`config.mk`:
```
export PLATFORM = sky130hd
export DESIGN_NAME = failure_predictor
export DESIGN_NICKNAME = d
export VERILOG_FILES = /design/src/inc/fp_pkg.sv /design/src/inc/thr_if.sv /design/src/logic/failure_predictor.sv /design/src/logic/vib_threshold_calc.sv
export SDC_FILE = /design/constraint.sdc
export NUM_CORES = 1
export LEC_CHECK = 0
export BUFFER_PORTS_ARGS = -buffer_cell sky130_fd_sc_hd__buf_2
export CORE_AREA = 2 2 166 201
export CTS_CLUSTER_DIAMETER = 100
export DETAILED_ROUTE_END_ITERATION = 6
export DIE_AREA = 0 0 168 203
export GPL_TIMING_DRIVEN = 1
export HOLD_SLACK_MARGIN = 0.08
export PLACE_DENSITY_LB_ADDON = 0.05
export SYNTH_ARGS = -nofsm -noshare
export SYNTH_HDL_FRONTEND = slang
export SYNTH_SLANG_ARGS = --single-unit
```
`constraint.sdc`:
```
create_clock -name clk_i -period 6 [get_ports clk_i]
set_input_delay 1.5 -clock clk_i [delete_from_list [all_inputs] [get_ports clk_i]]
set_output_delay 1.5 -clock clk_i [all_outputs]
set_load 0.02 [all_outputs]
```
`src/inc/fp_pkg.sv`:
```
package fp_pkg;
   // ------------------------------------------------------------
   // Bus geometry
   // ------------------------------------------------------------
   localparam int ADR_W  = 16;
   localparam int DAT_W  = 32;
   localparam int IDX_W  = 14;
   localparam int VAL_W  = 16;
   localparam int THR_W  = 21;
   localparam int DIST_W = 32;

   // ------------------------------------------------------------
   // Register indices (byte address is four times the index)
   // ------------------------------------------------------------
   localparam logic [IDX_W-1:0] IDX_SELECT    = 14'h2C20;
   localparam logic [IDX_W-1:0] IDX_MULT      = 14'h2C21;
   localparam logic [IDX_W-1:0] IDX_LIMIT     = 14'h2C22;
   localparam logic [IDX_W-1:0] IDX_VIB_MEAN  = 14'h2C23;
   localparam logic [IDX_W-1:0] IDX_VIB_DEV   = 14'h2C24;
   localparam logic [IDX_W-1:0] IDX_STATE     = 14'h2C29;
   localparam logic [IDX_W-1:0] IDX_VIB_THR   = 14'h2C2D;
   localparam logic [IDX_W-1:0] IDX_DISTANCE  = 14'h2C2F;

   // ------------------------------------------------------------
   // Field positions
   // ------------------------------------------------------------
   localparam int SEL_VIB_LSB  = 4;
   localparam int SEL_TRV_LSB  = 8;
   localparam int SEL_MUL_LSB  = 12;
   localparam int MULT_VIB_LSB = 4;
   localparam int ST_FRIC_LSB  = 0;
   localparam int ST_VIB_LSB   = 4;
   localparam int ST_TRV_LSB   = 8;
   localparam int ST_RUN_LSB   = 12;

   // ------------------------------------------------------------
   // Selection codes and status codes
   // ------------------------------------------------------------
   localparam logic [3:0] VIB_OFF    = 4'h0;
   localparam logic [3:0] VIB_AUTO   = 4'h1;
   localparam logic [3:0] VIB_MANUAL = 4'h2;
   localparam logic [3:0] VIB_RESET  = 4'h3;
   localparam logic [3:0] TRV_OFF    = 4'h0;
   localparam logic [3:0] TRV_ON     = 4'h1;
   localparam logic [3:0] TRV_RESET  = 4'h2;
   localparam logic [3:0] VST_OFF    = 4'h0;
   localparam logic [3:0] VST_PREP   = 4'h1;
   localparam logic [3:0] VST_EXEC   = 4'h2;
   localparam logic [3:0] VST_WARN   = 4'h3;
   localparam logic [3:0] TST_OFF    = 4'h0;
   localparam logic [3:0] TST_EXEC   = 4'h1;
   localparam logic [3:0] TST_WARN   = 4'h2;
   localparam logic [3:0] RUN_STOP   = 4'h0;
   localparam logic [3:0] RUN_GO     = 4'h1;
   localparam logic [3:0] FRIC_WARN  = 4'h3;
   localparam logic [3:0] MULT_ZERO  = 4'h0;
   localparam logic [3:0] MULT_SUBST = 4'h5;

   // ------------------------------------------------------------
   // Reset values and timing
   // ------------------------------------------------------------
   localparam logic [VAL_W-1:0] SELECT_RST = 16'h0000;
   localparam logic [VAL_W-1:0] MULT_RST   = 16'h0000;
   localparam logic [VAL_W-1:0] LIMIT_RST  = 16'h0000;
   localparam logic [VAL_W-1:0] MEAN_RST   = 16'h0000;
   localparam logic [VAL_W-1:0] DEV_RST    = 16'h0000;
   localparam int PREP_SAMPLES_DEF = 1024;

   typedef enum logic [0:0] {
      ST_INIT = 1'b0,
      ST_RUN  = 1'b1
   } phase_t;
endpackage : fp_pkg

```
`src/inc/thr_if.sv`:
```
// Threshold settings toward the calculator and result back
interface thr_if;
   logic [15:0] mean;
   logic [15:0] dev;
   logic [3:0]  mult;
   logic [20:0] thr;

   modport calc (input mean, input dev, input mult, output thr);
   modport user (output mean, output dev, output mult, input thr);
endinterface : thr_if

```
`src/logic/failure_predictor.sv`:
```
// Behaviour
// Auto mode rewrites mean and deviation from own vibration estimate.
// Computed auto threshold switches vibration selection to manual, 2.
// Threshold in 0.1 % is mean plus deviation times multiplier.
// Multiplier zero counts as five.
// Operator raises multiplier to 6 or more on auto warnings.
// Vibration prediction starts once a threshold is available.
// Warning rises when level in motion exceeds threshold.
// Warning clears when level in motion drops below threshold.
// Vibration selection 3 at power-up drops threshold, selects automatic, 1.
// Travel warning rises when distance exceeds multiplier times limit.
// Travel selection: 0 off, 1 on, 2 reset distance.
// Zero distance limit keeps travel prediction from starting.
// Travel warning holds until selection 0 and a power cycle.
// Travel selection 2 at power-up zeroes distance, selects enabled, 1.
// Status bits 0 to 3 show friction state.
// Status bits 4 to 7: vibration off, preparing, running, warning.
// Status bits 8 to 11: travel off, running, warning.
// Status bits 12 to 15: accumulation stopped or running; rest reserved.
// Vibration selection: 0 off, 1 automatic, 2 manual, 3 reset.
// Reset codes apply only at power-up, before prediction resumes.
//
// Decided for this implementation: the Wishbone interface to the registers.
module failure_predictor
   import fp_pkg::*;
#(
   parameter int PREP_SAMPLES = fp_pkg::PREP_SAMPLES_DEF  // Samples for automatic threshold
)(
   input  wire logic                   clk_i,             // System clock, 40 MHz
   input  wire logic                   rst_i,             // Synchronous reset, active high
   input  wire logic                   restart_i,         // Power cycle request pulse
   input  wire logic                   wb_cyc_i,          // Wishbone cycle
   input  wire logic                   wb_stb_i,          // Wishbone strobe
   input  wire logic                   wb_we_i,           // Wishbone write enable
   input  wire logic [fp_pkg::ADR_W-1:0] wb_adr_i,        // Wishbone byte address
   input  wire logic [3:0]             wb_sel_i,          // Wishbone byte enables
   input  wire logic [fp_pkg::DAT_W-1:0] wb_dat_i,        // Wishbone write data
   output logic      [fp_pkg::DAT_W-1:0] wb_dat_o,        // Wishbone read data
   output logic                        wb_ack_o,          // Wishbone acknowledge
   input  wire logic                   motor_run_i,       // Motor in operation
   input  wire logic                   vib_valid_i,       // Vibration estimate strobe
   input  wire logic [fp_pkg::VAL_W-1:0] vib_level_i,     // Vibration estimate, 0.1 %
   input  wire logic                   travel_valid_i,    // Travel increment strobe
   input  wire logic [fp_pkg::VAL_W-1:0] travel_step_i,   // Travel increment
   input  wire logic [3:0]             friction_state_i,  // Friction prediction state
   output logic                        vibration_warning_o,       // Vibration warning
   output logic                        friction_warning_o,        // Friction warning
   output logic                        travel_distance_warning_o  // Travel warning
);
   import fp_pkg::*;

   // ------------------------------------------------------------
   // Declarations
   // ------------------------------------------------------------
   localparam int CNT_W = $clog2(PREP_SAMPLES + 1);

   phase_t              phase_q;
   logic [VAL_W-1:0]    sel_q, mult_q, limit_q, mean_q, dev_q;
   logic [DIST_W-1:0]   dist_q;
   logic                vib_warn_q, trv_warn_q, fric_warn_q;
   logic                ack_q;
   logic [DAT_W-1:0]    dat_q, rd_d;
   logic [CNT_W-1:0]    prep_cnt_q;
   logic [VAL_W-1:0]    min_q, max_q, lo, hi;
   logic                prep_done;
   logic                thr_ready_q;
   logic [3:0]          vib_sel, trv_sel, dist_mult;
   logic                req, wr;
   logic [IDX_W-1:0]    idx;
   logic                vib_exec, vib_prep, trv_exec, accum_run;
   logic [19:0]         trv_limit;
   logic [DIST_W-1:0]   dist_sum;
   logic [3:0]          vib_st, trv_st, run_st;
   logic [VAL_W-1:0]    auto_mean, auto_dev;

   thr_if thr ();

   if (PREP_SAMPLES < 2 || PREP_SAMPLES > 65535) begin : g_bad_prep
      $error("PREP_SAMPLES out of range");
   end

   // ------------------------------------------------------------
   // Field decode
   // ------------------------------------------------------------
   assign vib_sel   = sel_q[SEL_VIB_LSB +: 4];
   assign trv_sel   = sel_q[SEL_TRV_LSB +: 4];
   assign dist_mult = sel_q[SEL_MUL_LSB +: 4];
   assign req       = wb_cyc_i & wb_stb_i & ~ack_q;
   assign wr        = req & wb_we_i;
   assign idx       = wb_adr_i[ADR_W-1:2];

   // Byte-lane write into a 16-bit register
   function automatic logic [VAL_W-1:0] lane_wr(input logic [VAL_W-1:0] old,
                                                input logic [DAT_W-1:0] d,
                                                input logic [3:0] s);
      logic [VAL_W-1:0] r;
      r = old;
      if (s[0]) begin
         r[7:0] = d[7:0];
      end
      if (s[1]) begin
         r[15:8] = d[15:8];
      end
      return r;
   endfunction : lane_wr

   // ------------------------------------------------------------
   // Power-up phase: one init cycle, then run
   // ------------------------------------------------------------
   always_ff @(posedge clk_i) begin
      if (rst_i || restart_i) begin
         phase_q <= ST_INIT;
      end else begin
         unique case (phase_q)
            ST_INIT: phase_q <= ST_RUN;
            ST_RUN:  phase_q <= ST_RUN;
         endcase
      end
   end

   // ------------------------------------------------------------
   // Configuration registers: software writes, hardware updates win
   // ------------------------------------------------------------
   assign lo        = (vib_level_i < min_q) ? vib_level_i : min_q;
   assign hi        = (vib_level_i > max_q) ? vib_level_i : max_q;
   assign auto_mean = VAL_W'((17'(hi) + 17'(lo)) >> 1);
   assign auto_dev  = VAL_W'((hi - lo) >> 1);

   always_ff @(posedge clk_i) begin
      if (rst_i) begin
         sel_q   <= SELECT_RST;
         mult_q  <= MULT_RST;
         limit_q <= LIMIT_RST;
         mean_q  <= MEAN_RST;
         dev_q   <= DEV_RST;
      end else begin
         if (wr && idx == IDX_SELECT) begin
            sel_q <= lane_wr(sel_q, wb_dat_i, wb_sel_i);
         end
         if (wr && idx == IDX_MULT) begin
            mult_q <= lane_wr(mult_q, wb_dat_i, wb_sel_i);
         end
         if (wr && idx == IDX_LIMIT) begin
            limit_q <= lane_wr(limit_q, wb_dat_i, wb_sel_i);
         end
         if (wr && idx == IDX_VIB_MEAN) begin
            mean_q <= lane_wr(mean_q, wb_dat_i, wb_sel_i);
         end
         if (wr && idx == IDX_VIB_DEV) begin
            dev_q <= lane_wr(dev_q, wb_dat_i, wb_sel_i);
         end
         // Reset codes honoured only in the init cycle
         if (phase_q == ST_INIT) begin
            if (vib_sel == VIB_RESET) begin
               mean_q                  <= MEAN_RST;
               dev_q                   <= DEV_RST;
               sel_q[SEL_VIB_LSB +: 4] <= VIB_AUTO;
            end
            if (trv_sel == TRV_RESET) begin
               sel_q[SEL_TRV_LSB +: 4] <= TRV_ON;
            end
         end else if (prep_done) begin
            mean_q                  <= auto_mean;
            dev_q                   <= auto_dev;
            sel_q[SEL_VIB_LSB +: 4] <= VIB_MANUAL;
         end
      end
   end

   // ------------------------------------------------------------
   // Threshold calculator
   // ------------------------------------------------------------
   assign thr.mean = mean_q;
   assign thr.dev  = dev_q;
   assign thr.mult = mult_q[MULT_VIB_LSB +: 4];

   vib_threshold_calc u_thr (
      .clk_i (clk_i),
      .rst_i (rst_i),
      .t     (thr.calc)
   );

   // ------------------------------------------------------------
   // Automatic threshold preparation: min/max over a sample window
   // ------------------------------------------------------------
   assign vib_prep  = (phase_q == ST_RUN) && (vib_sel == VIB_AUTO);
   assign prep_done = vib_prep && vib_valid_i && motor_run_i
                      && (prep_cnt_q == CNT_W'(PREP_SAMPLES - 1));

   always_ff @(posedge clk_i) begin
      if (rst_i || !vib_prep) begin
         prep_cnt_q <= '0;
         min_q      <= '1;
         max_q      <= '0;
      end else if (vib_valid_i && motor_run_i) begin
         prep_cnt_q <= prep_done ? '0 : prep_cnt_q + 1'b1;
         min_q      <= lo;
         max_q      <= hi;
      end
   end

   // ------------------------------------------------------------
   // Vibration prediction: runs in manual mode after calculator settles
   // ------------------------------------------------------------
   always_ff @(posedge clk_i) begin
      if (rst_i || phase_q == ST_INIT || vib_sel != VIB_MANUAL) begin
         thr_ready_q <= 1'b0;
      end else begin
         thr_ready_q <= 1'b1;
      end
   end

   assign vib_exec = thr_ready_q && (vib_sel == VIB_MANUAL);

   // Compare measured level with threshold while the motor moves
   always_ff @(posedge clk_i) begin
      if (rst_i || !vib_exec) begin
         vib_warn_q <= 1'b0;
      end else if (vib_valid_i && motor_run_i) begin
         if (THR_W'(vib_level_i) > thr.thr) begin
            vib_warn_q <= 1'b1;
         end else if (THR_W'(vib_level_i) < thr.thr) begin
            vib_warn_q <= 1'b0;
         end
      end
   end

   // ------------------------------------------------------------
   // Travel distance accumulation and warning
   // ------------------------------------------------------------
   assign trv_exec  = (phase_q == ST_RUN) && (trv_sel == TRV_ON)
                      && (limit_q != '0);
   assign accum_run = trv_exec && motor_run_i;
   assign trv_limit = 20'(dist_mult) * 20'(limit_q);
   assign dist_sum  = dist_q + DIST_W'(travel_step_i);

   // Saturating distance counter, zeroed by the reset code at power-up
   always_ff @(posedge clk_i) begin
      if (rst_i) begin
         dist_q <= '0;
      end else if (phase_q == ST_INIT && trv_sel == TRV_RESET) begin
         dist_q <= '0;
      end else if (accum_run && travel_valid_i) begin
         dist_q <= (dist_sum < dist_q) ? '1 : dist_sum;
      end
   end

   // Sticky warning, released only by selection 0 at power-up
   always_ff @(posedge clk_i) begin
      if (rst_i) begin
         trv_warn_q <= 1'b0;
      end else if (phase_q == ST_INIT && trv_sel == TRV_OFF) begin
         trv_warn_q <= 1'b0;
      end else if (trv_exec && dist_q > DIST_W'(trv_limit)) begin
         trv_warn_q <= 1'b1;
      end
   end

   // Friction warning follows its reported state
   always_ff @(posedge clk_i) begin
      if (rst_i) begin
         fric_warn_q <= 1'b0;
      end else begin
         fric_warn_q <= (friction_state_i == FRIC_WARN);
      end
   end

   // ------------------------------------------------------------
   // Status word
   // ------------------------------------------------------------
   always_comb begin
      if (vib_warn_q) begin
         vib_st = VST_WARN;
      end else if (vib_exec) begin
         vib_st = VST_EXEC;
      end else if (vib_sel == VIB_AUTO || vib_sel == VIB_MANUAL) begin
         vib_st = VST_PREP;
      end else begin
         vib_st = VST_OFF;
      end
      if (trv_warn_q) begin
         trv_st = TST_WARN;
      end else if (trv_exec) begin
         trv_st = TST_EXEC;
      end else begin
         trv_st = TST_OFF;
      end
      run_st = accum_run ? RUN_GO : RUN_STOP;
   end

   // ------------------------------------------------------------
   // Wishbone read mux and acknowledge
   // ------------------------------------------------------------
   always_comb begin
      rd_d = '0;
      unique case (idx)
         IDX_SELECT:   rd_d[VAL_W-1:0] = sel_q;
         IDX_MULT:     rd_d[VAL_W-1:0] = mult_q;
         IDX_LIMIT:    rd_d[VAL_W-1:0] = limit_q;
         IDX_VIB_MEAN: rd_d[VAL_W-1:0] = mean_q;
         IDX_VIB_DEV:  rd_d[VAL_W-1:0] = dev_q;
         IDX_STATE: begin
            rd_d[ST_FRIC_LSB +: 4] = friction_state_i;
            rd_d[ST_VIB_LSB +: 4]  = vib_st;
            rd_d[ST_TRV_LSB +: 4]  = trv_st;
            rd_d[ST_RUN_LSB +: 4]  = run_st;
         end
         IDX_VIB_THR:  rd_d[THR_W-1:0] = thr.thr;
         IDX_DISTANCE: rd_d = dist_q;
         default:      rd_d = '0;
      endcase
   end

   // One wait state, every address answered
   always_ff @(posedge clk_i) begin
      if (rst_i) begin
         ack_q <= 1'b0;
         dat_q <= '0;
      end else begin
         ack_q <= req;
         if (req && !wb_we_i) begin
            dat_q <= rd_d;
         end
      end
   end

   assign wb_ack_o                  = ack_q;
   assign wb_dat_o                  = dat_q;
   assign vibration_warning_o       = vib_warn_q;
   assign friction_warning_o        = fric_warn_q;
   assign travel_distance_warning_o = trv_warn_q;
endmodule : failure_predictor

```
`src/logic/vib_threshold_calc.sv`:
```
module vib_threshold_calc
   import fp_pkg::*;
(
   input  wire logic clk_i,   // System clock
   input  wire logic rst_i,   // Synchronous reset, active high
   thr_if.calc       t        // Settings in, threshold out
);
   logic [3:0]       eff_mult;
   logic [19:0]      prod;
   logic [THR_W-1:0] thr_q;

   // Zero multiplier stands for five
   assign eff_mult = (t.mult == MULT_ZERO) ? MULT_SUBST : t.mult;
   assign prod     = 20'(t.dev) * 20'(eff_mult);

   // Mean plus deviation times multiplier, 0.1 % units
   always_ff @(posedge clk_i) begin
      if (rst_i) begin
         thr_q <= '0;
      end else begin
         thr_q <= THR_W'(t.mean) + THR_W'(prod);
      end
   end

   assign t.thr = thr_q;
endmodule : vib_threshold_calc

```
Yosys cells after proc, flatten, opt, wreduce, memory -nomap -nowiden
Cells that the tools add are included.

word-level totals
  input port bits = 97
  register bits = 214

cells by class
  bitwise gates (word level) = 5
  mux-type cells = 38
  add/sub/neg operators = 5
  reduce and logical (&&, ||, !) cells = 41
  $lt $le $gt $ge = 6
  $mul = 2
  equal/unequal tests = 16

operator list
  operator                                             count
  two-way mux 16 bit                                   10
  case mux 16 bit (8 select lines)                     1
  equality test 14 bit, second input constant          8
  two-way mux 8 bit                                    5
  adder 32 x 16 -> 32 bit                              1
  > comparator 32 x 20 -> 1 bit                        1
  < comparator 32 bit                                  1
  two-way mux 32 bit                                   1
  two-way mux 4 bit                                    7
  two-way mux 11 bit                                   2
  adder 16 x 20 -> 21 bit                              1
  > comparator 16 x 21 -> 1 bit                        1
  < comparator 16 x 21 -> 1 bit                        1
  multiplier 16 x 4 -> 20 bit                          1
  multiplier 4 x 16 -> 20 bit                          1
  logical AND 1 bit                                    19
  adder 16 x 16 -> 17 bit                              1
  equality test 4 x 2 -> 1 bit, second input constant  4
  > comparator 16 bit                                  1
  < comparator 16 bit                                  1
  nonzero test 16 bit                                  1
  subtractor 16 bit                                    1
  AND reduction 2 bit                                  7
  two-way mux 12 bit                                   1
  14 further kinds                                     35

Longest topological paths before layout
  depth in word-level cells = 7
  depth in mapped cells = 28
  gate-level depth less buffers = 27

Cells and area by module
From an unflattened synthesis, not the netlist that was laid out.

unflattened totals
  cells, all modules = 2192
  area total of the unflattened synthesis = 18016.0 µm²

modules (own cells, without submodules)
  module              cells an instance  sequential area each (µm²)  area each (µm²)  times used
  failure_predictor   1825               3863.7                      14886.8          1
  vib_threshold_calc  367                420.4                       3129.3           1

Worst setup path after synthesis
OpenSTA, ideal clock, no wires.

  path kind = input to register
  start = in travel_step_i[0] (netlist bit)
  end = reg dist_q[25]
  path buffers = 1
  cell stages on the path = 27
  setup time = 134 ps
  data required time = 5866 ps
  slack = -115 ps
  arrival time = 5981 ps
  cells stage by stage = ha_1 > fa_1 > a21o_1 > a21oi_1 > o21bai_1 > a21oi_1 > o21bai_1 > a211o_1 > a21o_1 > and2_1 > nor3_1 > o21bai_1 > a21oi_1 > nand2b_1 > nor2_1 > ha_1 > nor2b_1 > xnor2_1 > or3_1 > a31oi_1 > nor4_2 > a21oi_1 > or2_1 > buf_6 > o21ai_0 > a21oi_1 > a211oi_1

between the ends
  cells in the longest elaborated chain, start to end = 3

ends and longest elaborated chain
  item                         line                      text
  from (decl)                  failure_predictor.sv:44   input wire logic [fp_pkg::VAL_W-1:0] travel_step_i,
  adder 32 x 16 -> 32 bit (*)  failure_predictor.sv:235  assign dist_sum = dist_q + DIST_W'(travel_step_i);
  < comparator 32 bit          failure_predictor.sv:244  dist_q <= (dist_sum < dist_q) ? '1 : dist_sum;
  two-way mux 32 bit (*)       failure_predictor.sv:244
  to (signal assigned)         failure_predictor.sv:244
  to (decl)                    failure_predictor.sv:59   logic [DIST_W-1:0] dist_q;

Mark *: on every way between the ends. The rest lies on a longest branch, timed or not.
A chain may end at the register's enable or synchronous reset.

Worst setup path after layout
Same ends and word-level chain as after synthesis.

==> reports/qor.txt <==
gpl congestion = 0.869
drt wl/cell = 18.5 um
hold wc startpoint = wb_dat_o[25]
Final Non-Filler Cells = 2794
failing checks = design-rule violations
Synth area leader = dfxtp_1
port bufs = 112
most common cell type on the critical path = a21oi_2
Yosys top cell area share = 24.1%
Worst path slowest cell = or3_1
Vias per Instance = 5.83
Horiz. Die Dim = 168 um
Ant. Diodes = 0
P&R area growth vs syn = 16.8%
Worst path max stage delay = 370 ps
largest net degree at the start of global routing = 67
Reg2Reg Depth = 26
maximum vdd drop = 193 uV
cell total after placement = 2738
Syn Area/Cell = 8.16 um^2
EDFF count, synth = 0
worst hold slack = 456 ps
Syn Inst Count = 2175
DP Wirelength = 40700 um
vias in the first global route = 16400
global-route wire length before repair = 82800 um
synth top area cells = dfxtp_1, ha_1, fa_1
post-layout min period = 5900 ps
gr usage total = 30.1%
CTS Sinks = 214
Arr. time, crit path = 6320 ps
clock slew at reported path FFs = 60 ps
CP Launch Type = primary input
Final period util = 98.3%
# IOs = 133
yosys synthesis warning count = 0
drt drc = 2
Hold WC Path Type = reg2reg
layout cells sized above 1 = 16.1%
R2R setup slack = 350 ps
Slew @ Worst Pin = 1070 ps
CP required = 6420 ps
via count = 16300
reg-to-reg endpoint = travel_distance_warning_o
PwrDens = 172 mW/mm^2
Synth top cells by count = nor2_1, dfxtp_1, inv_1, ha_1, nand2_1
register bit count reported by yosys = 214
CTS max path bufs = 3
register area share after synthesis = 24.1%
post-route setup slack = 102 ps
Layout Nets = 2731
final core utilization = 64.8%
1st-iter DRT viols = 1038
site row count = 72
CTS buffer count = 25
drt pass-1 iters = 7
clock latency on the worst-skew pair = 550 ps
outcome = finished with violations
Final Max Tran Viols = 0
Starting Density = 55.5%
Final ANT Viol Nets = 0
CTS Root Cell = clkbuf_16
leakage power = 0.00949 uW
die area = 0.0341 mm^2
pre-CTS setup slack = -647 ps
Hold Vio Cnt, Final = 0
Synth cell types = 79
CTS tree = built
Crit Path Category = in2reg
Worst slew margin = 28.5%
Crit. End Element = flop
initial antenna violation count = 1
Post-Route WL = 51600 um
Final setup viols = 0
total nets after synthesis = 2537
Hold Path End = wb_dat_o[25]
worst r2r src = sel_q[15]
Min-Delay Path Depth = 2
clk_skew = 15.3 ps
Core ar. = 0.0320 mm^2
Max-Cap Viols = 0
Main synth FF type = dfxtp_1
f_max = 170 MHz
Die Ht = 203 um
H-Tree Depth = 1
grt ovf = 0
crit path max fanout = 4
count leader, synth = nor2_1
cell area after synthesis = 0.0178 mm^2
Final Power = 3560 uW
async set-or-reset flop fraction in the synthesized netlist = 0%
==> placed cells by master (no fill, tap or decap), types with 9 or more instances in the layout <==
master,n
nor2_1,220
dfxtp_1,211
inv_1,209
ha_1,189
nand2_1,176
buf_4,155
a21oi_1,132
buf_2,111
mux2i_1,97
o21ai_0,96
fa_1,73
and2_1,69
nand3_1,54
xnor2_1,39
a211oi_1,38
xor2_1,35
nor2b_1,34
nor3_1,28
clkbuf_16,27
nand4_1,25
a21o_1,24
a221oi_1,22
o211ai_1,21
nand2b_1,21
a31oi_1,21
o21bai_1,19
o21a_1,18
nor4_1,16
a221oi_2,16
and3_1,12
or3_1,10
a222oi_1,9
==> kinds of logic after synthesis <==
group,share of synthesized area (%)
multiplexers,5.79
XOR/XNOR,3.65
flip-flops,24.1
AO/OA/AOI/OAI,19.0
buffers and inverters,6.77
AND/OR/NAND/NOR,18.9
adder cells (fa/ha/maj),21.8
==> power breakdown <==
group	internal, uW	switching [uW]
Clock	981	649
Combinational	214	285
Sequential	1430	5.59
==> what timing repair did <==
| item | CTS | global route |
|---|---|---|
| gates cloned | 0 | 2 |
| pin swaps | 8 | 23 |
| resized for setup | 10 | 32 |
| setup buffers | 4 | 5 |
| hold endpoints to repair | 0 | 0 |
| hold buffers | 0 | 0 |
| setup endpoints to repair | 30 | 35 |
==> worst max-delay path by stage <==
stage	cells after the start	start	slack, ps	to
5_1_grt	29	travel_step_i[0]	-70	dist_q[25]
3_3_place_gp	28	travel_step_i[0]	-570	dist_q[14]
4_1_cts	28	travel_step_i[0]	2	dist_q[0]
2_1_floorplan	27	travel_step_i[0]	10	dist_q[25]
6_report	29	travel_step_i[0]	100	dist_q[25]
3_5_place_dp	28	travel_step_i[0]	-650	dist_q[3]
==> through the flow <==
step           setup TNS [ps]  cell area [um^2]
6_report                    0             20700
2_1_floorplan               0             17800
4_1_cts                     0             20500
5_1_grt                  -306             20700
3_3_place_gp           -16660             19600
3_5_place_dp           -18820             19600
==> worst max-delay path, delay by kind of cell <==
family / cells / cell delay (ps)
buffers and inverters: 3 / 330
and+or+nand+nor: 8 / 1260
adders and majority gates: 3 / 810
xor gates and xnor gates: 1 / 130
AOI/OAI and AO/OA: 14 / 2280
==> routing by layer <==
metal  global-route usage (%)  part of all wire (%)
met1                     34.3                    40
met2                     56.6                    52
met3                     3.41                   4.8
met4                     12.4                   4.0
met5                        0                 0.025
==> registers in the layout (all words and copies together), names as in the netlist, 11 cells and up <==
signal	cells
wb_dat_o	32
dist_q	32
mult_q	16
prep_cnt_q	11
min_q	16
max_q	16
sel_q	16
dev_q	16
limit_q	16
mean_q	16
u_thr.t.thr	21
==> cell type report <==
class	instances	area (um^2)
inverters	210	788
clock inverters	9	130
fillers	2763	11300
well taps	407	509
repair buffers	270	1800
multi-input cells	1648	12500
flip-flops and latches	214	4290
clock buffers	36	737
(Power assumes the default switching activity.)
